[config.mk]
export PLATFORM = sky130hd
export DESIGN_NAME = fcd_host
export DESIGN_NICKNAME = d
export VERILOG_FILES = /design/src/design/fcd_pkg.sv /design/src/design/fcd_host.sv /design/src/design/fcd_bus_cycle.sv
export SDC_FILE = /design/constraint.sdc
export NUM_CORES = 1
export LEC_CHECK = 0
export BUFFER_PORTS_ARGS = -buffer_cell sky130_fd_sc_hd__buf_2
export CORE_ASPECT_RATIO = 0.75
export CORE_MARGIN = 10
export CORE_UTILIZATION = 60
export CTS_BUF_LIST = sky130_fd_sc_hd__clkbuf_8
export DETAILED_ROUTE_END_ITERATION = 8
export PLACE_DENSITY = 0.82
export SYNTH_ARGS = -nofsm -noshare
export SYNTH_HDL_FRONTEND = slang
export SYNTH_HIERARCHICAL = 1
export SYNTH_SLANG_ARGS = --single-unit
[constraint.sdc]
create_clock -name pclk -period 7.7 [get_ports pclk]
set_clock_uncertainty 0.2 [all_clocks]
set_input_delay 0.385 -clock pclk [delete_from_list [all_inputs] [get_ports pclk]]
set_output_delay 0.385 -clock pclk [all_outputs]
set_load 0.1 [all_outputs]
[src/design/fcd_pkg.sv]
// Shared constants for the flash command host controller
package fcd_pkg;
  localparam int CLK_MHZ = 40;
  localparam int ADDR_W  = 19;
  localparam int DATA_W  = 16;

  // Least time in ns to whole cycles, never below one
  function automatic int cyc_min(input int ns);
    int c;
    c = (ns * CLK_MHZ + 999) / 1000;
    return (c < 1) ? 1 : c;
  endfunction : cyc_min

  localparam int T_SETUP_NS  = 25;
  localparam int T_STROBE_NS = 120;
  localparam int T_HOLD_NS   = 25;
  localparam int T_RP_NS     = 500;
  localparam int T_RH_NS     = 50;
  localparam int SETUP_CYC   = cyc_min(T_SETUP_NS);
  localparam int STROBE_CYC  = cyc_min(T_STROBE_NS);
  localparam int HOLD_CYC    = cyc_min(T_HOLD_NS);
  localparam int RP_CYC      = cyc_min(T_RP_NS);
  localparam int RH_CYC      = cyc_min(T_RH_NS);

  localparam logic [7:0] REG_CMD    = 8'h00;
  localparam logic [7:0] REG_ADDR   = 8'h04;
  localparam logic [7:0] REG_WDATA  = 8'h08;
  localparam logic [7:0] REG_RDATA  = 8'h0C;
  localparam logic [7:0] REG_STATUS = 8'h10;
  localparam logic [7:0] REG_CONFIG = 8'h14;

  localparam logic [3:0] OP_READ    = 4'h0;
  localparam logic [3:0] OP_RESET   = 4'h1;
  localparam logic [3:0] OP_AUTOSEL = 4'h2;
  localparam logic [3:0] OP_PROGRAM = 4'h3;
  localparam logic [3:0] OP_CHIP    = 4'h4;
  localparam logic [3:0] OP_SECTOR  = 4'h5;
  localparam logic [3:0] OP_SUSPEND = 4'h6;
  localparam logic [3:0] OP_RESUME  = 4'h7;
  localparam logic [3:0] OP_HWRESET = 4'h8;

  localparam logic [7:0] D_UNLOCK1 = 8'hAA;
  localparam logic [7:0] D_UNLOCK2 = 8'h55;
  localparam logic [7:0] D_AUTOSEL = 8'h90;
  localparam logic [7:0] D_PROGRAM = 8'hA0;
  localparam logic [7:0] D_SETUP   = 8'h80;
  localparam logic [7:0] D_CHIP    = 8'h10;
  localparam logic [7:0] D_SECTOR  = 8'h30;
  localparam logic [7:0] D_SUSPEND = 8'hB0;
  localparam logic [7:0] D_RESUME  = 8'h30;
  localparam logic [7:0] D_RESET   = 8'hF0;

  localparam logic [ADDR_W-1:0] A_WORD1 = 19'h00555;
  localparam logic [ADDR_W-1:0] A_WORD2 = 19'h002AA;
  localparam logic [ADDR_W-1:0] A_BYTE1 = 19'h00AAA;
  localparam logic [ADDR_W-1:0] A_BYTE2 = 19'h00555;
  localparam logic [ADDR_W-1:0] A_ANY   = 19'h00000;

  localparam int ST_BUSY  = 0;
  localparam int ST_DONE  = 1;
  localparam int ST_FAIL  = 2;
  localparam int ST_READY = 3;
  localparam int ST_TMO   = 4;
  localparam int CFG_BYTE = 0;
  localparam int POLL_BIT = 7;
  localparam int TMO_BIT  = 5;
endpackage : fcd_pkg

[src/design/fcd_host.sv]
// Contract
// - All command cycles are writes, except array and identification reads.
// - Single F0 write is reset; leaves identification mode or timeout failure.
// - Identification entry: AA, 55, 90 at unlock addresses, then a read.
// - Program: two unlocks, A0, then value at target address.
// - Sector erase: unlocks, 80, unlocks, 30 at sector address.
// - Host polls at the address being programmed.
// - Host polls erase inside a selected sector.
// - After polling bit turns true, take data from the next read.
// - Recheck polling bit after seeing the timeout flag.
// - Chip erase: unlocks, 80, unlocks, 10.
`timescale 1ns/1ps
module fcd_host #(
  parameter int POLL_LIMIT = 1000000
) (
  input  wire logic                        pclk,
  input  wire logic                        presetn,
  input  wire logic                        psel,
  input  wire logic                        penable,
  input  wire logic                        pwrite,
  input  wire logic [7:0]                  paddr,
  input  wire logic [31:0]                 pwdata,
  output logic      [31:0]                 prdata,
  output logic                             pready,
  output logic                             pslverr,
  output logic                             flash_ce_n,
  output logic                             flash_we_n,
  output logic                             flash_oe_n,
  output logic      [fcd_pkg::ADDR_W-1:0]  flash_addr,
  output logic      [fcd_pkg::DATA_W-1:0]  flash_dq_out,
  output logic                             flash_dq_oe,
  input  wire logic [fcd_pkg::DATA_W-1:0]  flash_dq_in,
  output logic                             flash_reset_n,
  input  wire logic                        ready_busy_out
);
  typedef enum logic [2:0] {S_IDLE, S_HWRST, S_HWREC, S_WR, S_RD, S_POLL, S_FINAL, S_ABORT} fcd_state_e;

  fcd_state_e                  st, next_st;
  logic [2:0]                  step, next_step;
  logic                        issued, next_issued;
  logic [31:0]                 poll_cnt, next_poll_cnt;
  logic [7:0]                  tmr, next_tmr;
  logic                        tmo_seen, next_tmo_seen;
  logic                        done_f, next_done_f, fail_f, next_fail_f;
  logic                        next_reset_n;
  logic [3:0]                  op, next_op;
  logic                        byte_mode;
  logic [fcd_pkg::ADDR_W-1:0]  target;
  logic [fcd_pkg::DATA_W-1:0]  wval, result, next_result;
  logic                        rb_meta, rb_sync;
  logic                        eng_start, eng_write, eng_done;
  logic [fcd_pkg::ADDR_W-1:0]  eng_addr;
  logic [fcd_pkg::DATA_W-1:0]  eng_data, eng_rdata;
  logic                        wr_acc, cmd_go, addr_ok;
  logic [31:0]                 next_prdata;

  // Write cycles each operation needs before its read or poll phase
  function automatic logic [2:0] n_writes(input logic [3:0] o);
    case (o)
      fcd_pkg::OP_AUTOSEL: return 3'd3;
      fcd_pkg::OP_PROGRAM: return 3'd4;
      fcd_pkg::OP_CHIP, fcd_pkg::OP_SECTOR: return 3'd6;
      fcd_pkg::OP_RESET, fcd_pkg::OP_SUSPEND, fcd_pkg::OP_RESUME: return 3'd1;
      default: return 3'd0;
    endcase
  endfunction : n_writes

  // Address of one command cycle; unlock addresses keep bits 18..12 at zero
  function automatic logic [fcd_pkg::ADDR_W-1:0] seq_addr(input logic [3:0] o, input logic [2:0] s,
                                                         input logic bm, input logic [fcd_pkg::ADDR_W-1:0] t);
    logic single;
    single = (o == fcd_pkg::OP_RESET) || (o == fcd_pkg::OP_SUSPEND) || (o == fcd_pkg::OP_RESUME);
    if (single) return fcd_pkg::A_ANY;
    if ((o == fcd_pkg::OP_PROGRAM && s == 3'd3) || (o == fcd_pkg::OP_SECTOR && s == 3'd5)) return t;
    if (s == 3'd1 || s == 3'd4) return bm ? fcd_pkg::A_BYTE2 : fcd_pkg::A_WORD2;
    return bm ? fcd_pkg::A_BYTE1 : fcd_pkg::A_WORD1;
  endfunction : seq_addr

  // Data of one command cycle; upper byte driven zero except program value
  function automatic logic [fcd_pkg::DATA_W-1:0] seq_data(input logic [3:0] o, input logic [2:0] s,
                                                         input logic [fcd_pkg::DATA_W-1:0] v);
    logic [7:0] d;
    case (o)
      fcd_pkg::OP_RESET:   d = fcd_pkg::D_RESET;
      fcd_pkg::OP_SUSPEND: d = fcd_pkg::D_SUSPEND;
      fcd_pkg::OP_RESUME:  d = fcd_pkg::D_RESUME;
      default: begin
        case (s)
          3'd0, 3'd3: d = fcd_pkg::D_UNLOCK1;
          3'd1, 3'd4: d = fcd_pkg::D_UNLOCK2;
          // Identification, program or erase setup code
          3'd2: d = (o == fcd_pkg::OP_AUTOSEL) ? fcd_pkg::D_AUTOSEL :
                    (o == fcd_pkg::OP_PROGRAM) ? fcd_pkg::D_PROGRAM : fcd_pkg::D_SETUP;
          default: d = (o == fcd_pkg::OP_SECTOR) ? fcd_pkg::D_SECTOR : fcd_pkg::D_CHIP;
        endcase
      end
    endcase
    if (o == fcd_pkg::OP_PROGRAM && s == 3'd3) return v;
    return {8'h00, d};
  endfunction : seq_data

  // APB register file; zero wait states
  assign pready  = 1'b1;
  assign addr_ok = (paddr == fcd_pkg::REG_CMD) || (paddr == fcd_pkg::REG_ADDR) ||
                   (paddr == fcd_pkg::REG_WDATA) || (paddr == fcd_pkg::REG_RDATA) ||
                   (paddr == fcd_pkg::REG_STATUS) || (paddr == fcd_pkg::REG_CONFIG);
  assign pslverr = psel & penable & ~addr_ok;
  assign wr_acc  = psel & penable & pwrite & addr_ok;
  // New command taken only while idle; others are dropped silently
  assign cmd_go  = wr_acc && (paddr == fcd_pkg::REG_CMD) && (st == S_IDLE);

  always_comb begin
    next_prdata = prdata;
    if (psel && !penable) begin
      case (paddr)
        fcd_pkg::REG_CMD:    next_prdata = {28'h0000000, op};
        fcd_pkg::REG_ADDR:   next_prdata = {13'h0000, target};
        fcd_pkg::REG_WDATA:  next_prdata = {16'h0000, wval};
        fcd_pkg::REG_RDATA:  next_prdata = {16'h0000, result};
        fcd_pkg::REG_STATUS: next_prdata = {27'h0000000, tmo_seen, rb_sync, fail_f, done_f, st != S_IDLE};
        fcd_pkg::REG_CONFIG: next_prdata = {31'h00000000, byte_mode};
        default:             next_prdata = 32'h00000000;
      endcase
    end
  end

  always_ff @(posedge pclk or negedge presetn) begin
    if (!presetn) begin
      prdata <= 32'h00000000; target <= 19'h00000; wval <= 16'h0000; byte_mode <= 1'b0;
      rb_meta <= 1'b0; rb_sync <= 1'b0;
    end else begin
      prdata <= next_prdata;
      if (wr_acc && paddr == fcd_pkg::REG_ADDR && st == S_IDLE) target <= pwdata[fcd_pkg::ADDR_W-1:0];
      if (wr_acc && paddr == fcd_pkg::REG_WDATA && st == S_IDLE) wval <= pwdata[fcd_pkg::DATA_W-1:0];
      if (wr_acc && paddr == fcd_pkg::REG_CONFIG && st == S_IDLE) byte_mode <= pwdata[fcd_pkg::CFG_BYTE];
      // Busy pin seen through two flops
      rb_meta <= ready_busy_out;
      rb_sync <= rb_meta;
    end
  end

  // Sequencer
  always_comb begin
    next_st = st; next_step = step; next_issued = issued; next_poll_cnt = poll_cnt;
    next_tmr = tmr; next_tmo_seen = tmo_seen; next_done_f = done_f; next_fail_f = fail_f;
    next_reset_n = flash_reset_n; next_op = op; next_result = result;
    eng_start = 1'b0; eng_write = 1'b0;
    eng_addr = target; eng_data = wval;
    case (st)
      S_IDLE: begin
        if (cmd_go) begin
          next_op = pwdata[3:0]; next_step = 3'd0; next_issued = 1'b0; next_poll_cnt = 32'h00000000;
          next_tmo_seen = 1'b0; next_done_f = 1'b0; next_fail_f = 1'b0;
          if (pwdata[3:0] == fcd_pkg::OP_HWRESET) begin
            next_st = S_HWRST; next_reset_n = 1'b0; next_tmr = 8'(fcd_pkg::RP_CYC - 1);
          end else begin
            // Plain array read needs no command cycles
            next_st = (n_writes(pwdata[3:0]) == 3'd0) ? S_RD : S_WR;
          end
        end
      end
      S_HWRST: begin
        if (tmr != 8'h00) next_tmr = tmr - 8'h01;
        else begin
          next_st = S_HWREC; next_reset_n = 1'b1; next_tmr = 8'(fcd_pkg::RH_CYC - 1);
        end
      end
      S_HWREC: begin
        if (tmr != 8'h00) next_tmr = tmr - 8'h01;
        else begin
          next_st = S_IDLE; next_done_f = 1'b1;
        end
      end
      S_WR: begin
        eng_start = ~issued; eng_write = 1'b1; next_issued = 1'b1;
        eng_addr = seq_addr(op, step, byte_mode, target);
        eng_data = seq_data(op, step, wval);
        if (eng_done) begin
          next_issued = 1'b0; next_step = step + 3'd1;
          if (step + 3'd1 == n_writes(op)) begin
            case (op)
              fcd_pkg::OP_AUTOSEL: next_st = S_RD;
              fcd_pkg::OP_PROGRAM, fcd_pkg::OP_CHIP, fcd_pkg::OP_SECTOR: next_st = S_POLL;
              default: begin
                next_st = S_IDLE; next_done_f = 1'b1;
              end
            endcase
          end
        end
      end
      S_RD, S_FINAL: begin
        // Fourth cycle of identification is a read
        eng_start = ~issued; next_issued = 1'b1;
        if (eng_done) begin
          next_issued = 1'b0; next_result = eng_rdata; next_st = S_IDLE; next_done_f = 1'b1;
        end
      end
      S_POLL: begin
        eng_start = ~issued; next_issued = 1'b1;
        if (eng_done) begin
          next_issued = 1'b0; next_result = eng_rdata; next_poll_cnt = poll_cnt + 32'h00000001;
          if (eng_rdata[fcd_pkg::POLL_BIT] == ((op == fcd_pkg::OP_PROGRAM) ? wval[fcd_pkg::POLL_BIT] : 1'b1)) begin
            // Take data only from the next read
            next_st = S_FINAL;
          end else if (tmo_seen || poll_cnt + 32'h00000001 >= 32'(POLL_LIMIT)) begin
            next_st = S_ABORT; next_fail_f = 1'b1; next_step = 3'd0;
          end else if (eng_rdata[fcd_pkg::TMO_BIT]) begin
            // One more look once the timeout flag shows
            next_tmo_seen = 1'b1;
          end
        end
      end
      S_ABORT: begin
        eng_start = ~issued; eng_write = 1'b1; next_issued = 1'b1;
        eng_addr = fcd_pkg::A_ANY; eng_data = {8'h00, fcd_pkg::D_RESET};
        if (eng_done) begin
          next_issued = 1'b0; next_st = S_IDLE; next_done_f = 1'b1;
        end
      end
      default: next_st = S_IDLE;
    endcase
  end

  always_ff @(posedge pclk or negedge presetn) begin
    if (!presetn) begin
      st <= S_IDLE; step <= 3'd0; issued <= 1'b0; poll_cnt <= 32'h00000000; tmr <= 8'h00;
      tmo_seen <= 1'b0; done_f <= 1'b0; fail_f <= 1'b0; flash_reset_n <= 1'b1;
      op <= fcd_pkg::OP_READ; result <= 16'h0000;
    end else begin
      st <= next_st; step <= next_step; issued <= next_issued; poll_cnt <= next_poll_cnt;
      tmr <= next_tmr; tmo_seen <= next_tmo_seen; done_f <= next_done_f; fail_f <= next_fail_f;
      flash_reset_n <= next_reset_n; op <= next_op; result <= next_result;
    end
  end

  fcd_bus_cycle u_cycle (
    .pclk         (pclk),
    .presetn      (presetn),
    .start        (eng_start),
    .is_write     (eng_write),
    .addr_in      (eng_addr),
    .data_in      (eng_data),
    .done         (eng_done),
    .rdata        (eng_rdata),
    .flash_ce_n   (flash_ce_n),
    .flash_we_n   (flash_we_n),
    .flash_oe_n   (flash_oe_n),
    .flash_addr   (flash_addr),
    .flash_dq_out (flash_dq_out),
    .flash_dq_oe  (flash_dq_oe),
    .flash_dq_in  (flash_dq_in)
  );
endmodule : fcd_host

[src/design/fcd_bus_cycle.sv]
// One asynchronous flash bus cycle, write or read, from fixed timing counts
`timescale 1ns/1ps
module fcd_bus_cycle (
  input  wire logic                        pclk,
  input  wire logic                        presetn,
  input  wire logic                        start,
  input  wire logic                        is_write,
  input  wire logic [fcd_pkg::ADDR_W-1:0]  addr_in,
  input  wire logic [fcd_pkg::DATA_W-1:0]  data_in,
  output logic                             done,
  output logic      [fcd_pkg::DATA_W-1:0]  rdata,
  output logic                             flash_ce_n,
  output logic                             flash_we_n,
  output logic                             flash_oe_n,
  output logic      [fcd_pkg::ADDR_W-1:0]  flash_addr,
  output logic      [fcd_pkg::DATA_W-1:0]  flash_dq_out,
  output logic                             flash_dq_oe,
  input  wire logic [fcd_pkg::DATA_W-1:0]  flash_dq_in
);
  typedef enum logic [1:0] {E_IDLE, E_SETUP, E_STROBE, E_HOLD} fcd_eng_e;
  fcd_eng_e                     st, next_st;
  logic [7:0]                   cnt, next_cnt;
  logic                         wr, next_wr;
  logic                         next_done, next_ce_n, next_we_n, next_oe_n, next_dq_oe;
  logic [fcd_pkg::ADDR_W-1:0]   next_addr;
  logic [fcd_pkg::DATA_W-1:0]   next_dq_out, next_rdata;
  logic [fcd_pkg::DATA_W-1:0]   dq_meta, dq_sync;

  always_comb begin
    next_st = st; next_cnt = cnt; next_wr = wr; next_done = 1'b0;
    next_ce_n = flash_ce_n; next_we_n = flash_we_n; next_oe_n = flash_oe_n;
    next_dq_oe = flash_dq_oe; next_addr = flash_addr; next_dq_out = flash_dq_out;
    next_rdata = rdata;
    if (cnt != 8'h00) begin
      next_cnt = cnt - 8'h01;
    end else begin
      case (st)
        E_IDLE: begin
          if (start) begin
            next_st = E_SETUP; next_cnt = 8'(fcd_pkg::SETUP_CYC - 1);
            next_wr = is_write; next_ce_n = 1'b0; next_addr = addr_in;
            next_dq_out = data_in; next_dq_oe = is_write;
          end
        end
        E_SETUP: begin
          next_st = E_STROBE; next_cnt = 8'(fcd_pkg::STROBE_CYC - 1);
          next_we_n = ~wr; next_oe_n = wr;
        end
        E_STROBE: begin
          next_st = E_HOLD; next_cnt = 8'(fcd_pkg::HOLD_CYC - 1);
          next_we_n = 1'b1; next_oe_n = 1'b1;
          if (!wr) next_rdata = dq_sync;
        end
        E_HOLD: begin
          next_st = E_IDLE; next_ce_n = 1'b1; next_dq_oe = 1'b0; next_done = 1'b1;
        end
        default: next_st = E_IDLE;
      endcase
    end
  end

  always_ff @(posedge pclk or negedge presetn) begin
    if (!presetn) begin
      st <= E_IDLE; cnt <= 8'h00; wr <= 1'b0; done <= 1'b0; rdata <= 16'h0000;
      flash_ce_n <= 1'b1; flash_we_n <= 1'b1; flash_oe_n <= 1'b1; flash_dq_oe <= 1'b0;
      flash_addr <= 19'h00000; flash_dq_out <= 16'h0000; dq_meta <= 16'h0000; dq_sync <= 16'h0000;
    end else begin
      st <= next_st; cnt <= next_cnt; wr <= next_wr; done <= next_done; rdata <= next_rdata;
      flash_ce_n <= next_ce_n; flash_we_n <= next_we_n; flash_oe_n <= next_oe_n;
      flash_dq_oe <= next_dq_oe; flash_addr <= next_addr; flash_dq_out <= next_dq_out;
      // Pins come from outside the clock domain
      dq_meta <= flash_dq_in; dq_sync <= dq_meta;
    end
  end
endmodule : fcd_bus_cycle

==> flow_summary.yaml <==
run_status:
  status: "finished clean"
floorplan:
  coreArea_um2: 18510
  start_util_pct: 61.22
  die_h_um: 139.0
  fp.dieW_um: 178.7
  io_pins: 136
  die_area_um2: 24840
  placementRows: 43
synthesis:
  synthDistinctLibCells: 82
  synth_cells: 1061
  synth-edff-count: 0
  yosys-top-cells-area: "dfrtp_1 49%, mux2_2 8.0%, nor2_1 3.0%, a21oi_1 2.9%, o21ai_0 2.8%"
  ys_warn_count: 6
  synth_ff_type: "dfrtp_1"
  mappedNetlistArea_um2: 11330
  ys_seq_elements: 227
  ys_seq_area_share_pct: 50.18
  yosys.area.top_type: "dfrtp_1"
  synth_area_per_cell_um2: 10.68
  synthArstFlopShare_pct: 100.0
  synth_top_area_share_pct: 49.25
clocking:
  worst_skew_pair.late_latency_ns: 0.53
  cts_tree: "built"
  cts_resized: 0
  cts.sinks: 227
  htreeDepth: 2
  cts_inserted_buffers: 35
  cts_buffer_depth: 3
  cts.clk_slew.worst_paths_ns: 0.07
  root_buffer: "clkbuf_8"
grt:
  grt_pass1_wl_um: 47840
  grtUsageTotal_pct: 23.43
  grt_pass1_vias: 8758
  grt_max_degree: 97
  antenna_found_initial: 1
  grt_overflow_total: 0
placement:
  portBuffers: 108
  gp_congestion: 0.8929
  dpl_cell_area_um2: 11890
  hpwlAfterDp_um: 18840
timing:
  fin_crit_ns: 3.236
  final_max_slew_viol_count: 0
  relSlewSlack_pct: 13.18
  max_clock_freq_ghz: 0.3091
  tightestPinTransition_ns: 1.292
  tns_ns: 0
  hold_viol_final: 0
  setup_viol: 0
  rsz0062_at_grt: "no"
  fin_crit_sh_pct: 42.02
detailed_routing:
  dr.first_iter.drc_count: 1014
  wl_um: 29500
  drc_errors: 0
  viasPerCell: 6.121
  num_vias: 8949
  drt-pass1-iter-count: 9
  ant_nets: 0
  post_drt_wl_per_cell_um: 20.18
worst_setup_path:
  cp-start-kind: "flop"
  critPathKind: "flop to flop"
  critical_path_buf_inv_count: 0
  required_ns: 7.94
  cpMaxStageDelayCell: "nor4_4"
  worstPathCellList: "ha_1 > nand3_2 > nor4_4 > and4_1 > nand4b_1 > a31oi_1 > nand4_2 > o21ai_1"
  cpPeakStageDelay_ns: 0.61
  crit_arrival_ns: 3.47
  path_delay_family: "simple AND/OR/NAND/NOR gates"
  r2r_slack_ns: 4.46
  cp_max_fo: 15
  worst_setup_path_end_kind: "flop"
cells_and_area:
  final_cell_mix: "223 x dfrtp_1, 107 x buf_2, 90 x nor2_1"
  drive_above_1_share_pct: 24.86
  diodes: 0
  mostFrequentLayoutCell: "dfrtp_1"
  fin_util_pct: 69.98
  postLayoutCellArea_um2: 12950
  syn2layout_area_growth_pct: 14.32
  final_nets: 1266
  fillers: 1275
power:
  power_density_nw_per_um2: 185.9
  ir_worst_vdd_uv: 196.0
  leakage_nw: 6.279
  finalPower_mw: 2.408
run:
  maxCapViolCount: 0
hold_path:
  hp-class: "flop to flop"
==> cell usage after synthesis, types with 17 or more instances <==
master and n:
buf_2 17, clkbuf_1 29, mux2i_1 20, nand2_1 64, buf_4 19, nor2_1 92, dfrtp_1 223, mux2_4 20
a31oi_1 20, o21ai_0 64, nor3_1 19, inv_1 21, and2_1 24, a21oi_1 65, nand3_1 25, o21ai_1 21
mux2_2 80
==> area by class of cell <==
cell class	instances	area, um2	share of cell area, %
clock buffer	42	578.1	4.463
clock inverter	22	111.4	0.8597
inverter	22	82.58	0.6376
multi-input combinational	751	5220	40.30
sequential	227	5685	43.89
tap	247	309.0	2.386
timing repair buffer	151	965.9	7.458
==> worst paths after layout <==
check                                         from                 end  cells past startpoint
worst min-delay path            u_cycle/dq_meta[4]  u_cycle/dq_sync[4]                      0
min in group asynchronous                  presetn         poll_cnt[9]                      2
worst max register to register         poll_cnt[0]             step[1]                      8
worst min register to register  u_cycle/dq_meta[4]  u_cycle/dq_sync[4]                      0
max in group asynchronous                  presetn           result[1]                      3
worst max-delay path                   poll_cnt[0]             step[1]                      8
==> state kept, by name, summed over array words and instances, names as in the netlist, 2 cells and up <==
register and cells:
poll_cnt 32, prdata 19, target 19, u_cycle/flash_addr 19, result 16, u_cycle/dq_meta 16
u_cycle/dq_sync 16, u_cycle/flash_dq_out 16, u_cycle/rdata 16, wval 16, tmr 8, u_cycle/cnt 8
op 4, st 3, step 3, u_cycle/st 2
==> layer usage <==
| metal | global-route usage [%] | share of wire (%) | vias to the layer above |
|---|---|---|---|
| met2 | 35.08 | 46 | 379 |
| met1 | 34.30 | 44 | 4464 |
| met3 | 4.980 | 8.7 | 38 |
| li1 | - | - | 4068 |
| met5 | 0 | 0 | - |
| met4 | 4.603 | 1.3 | 0 |
==> through the flow <==
| step | hold WS, ns | cells | setup WS, ns |
|---|---|---|---|
| global placement | 0.1311 | 1361 | 4.180 |
| finish | 0.1475 | 1462 | 4.464 |
| CTS | 0.1469 | 1462 | 4.492 |
| detailed placement | 0.1347 | 1361 | 4.147 |
| floorplan | -0.1106 | 1073 | 5.105 |
| global route | 0.1620 | 1462 | 4.216 |
==> cell families after synthesis <==
group / Yosys count / share of synthesized area, %
DFF: 227 / 50.18
xor gates and xnor gates: 7 / 0.5411
muxes: 127 / 13.06
adders and majority gates: 16 / 1.767
AOI/OAI and AO/OA: 254 / 13.85
other: 2 / 0.06629
and+or+nand+nor: 333 / 16.21
buffers and inverters: 95 / 4.318
==> timing repair <==
item,4_1_cts,5_1_grt
endpoints found under the hold margin,143,0
buffers inserted,0,0
hold buffers,37,0
==> where the power goes <==
group | internal (mW) | leakage, nW | switching (mW) | total (mW)
clock | 0.503 | 0.406 | 0.489 | 0.992
combinational | 0.0373 | 3.02 | 0.159 | 0.196
sequential | 1.21 | 2.85 | 0.00918 | 1.22
total | 1.75 | 6.28 | 0.657 | 2.41
Power figures use the tool's default switching activity.
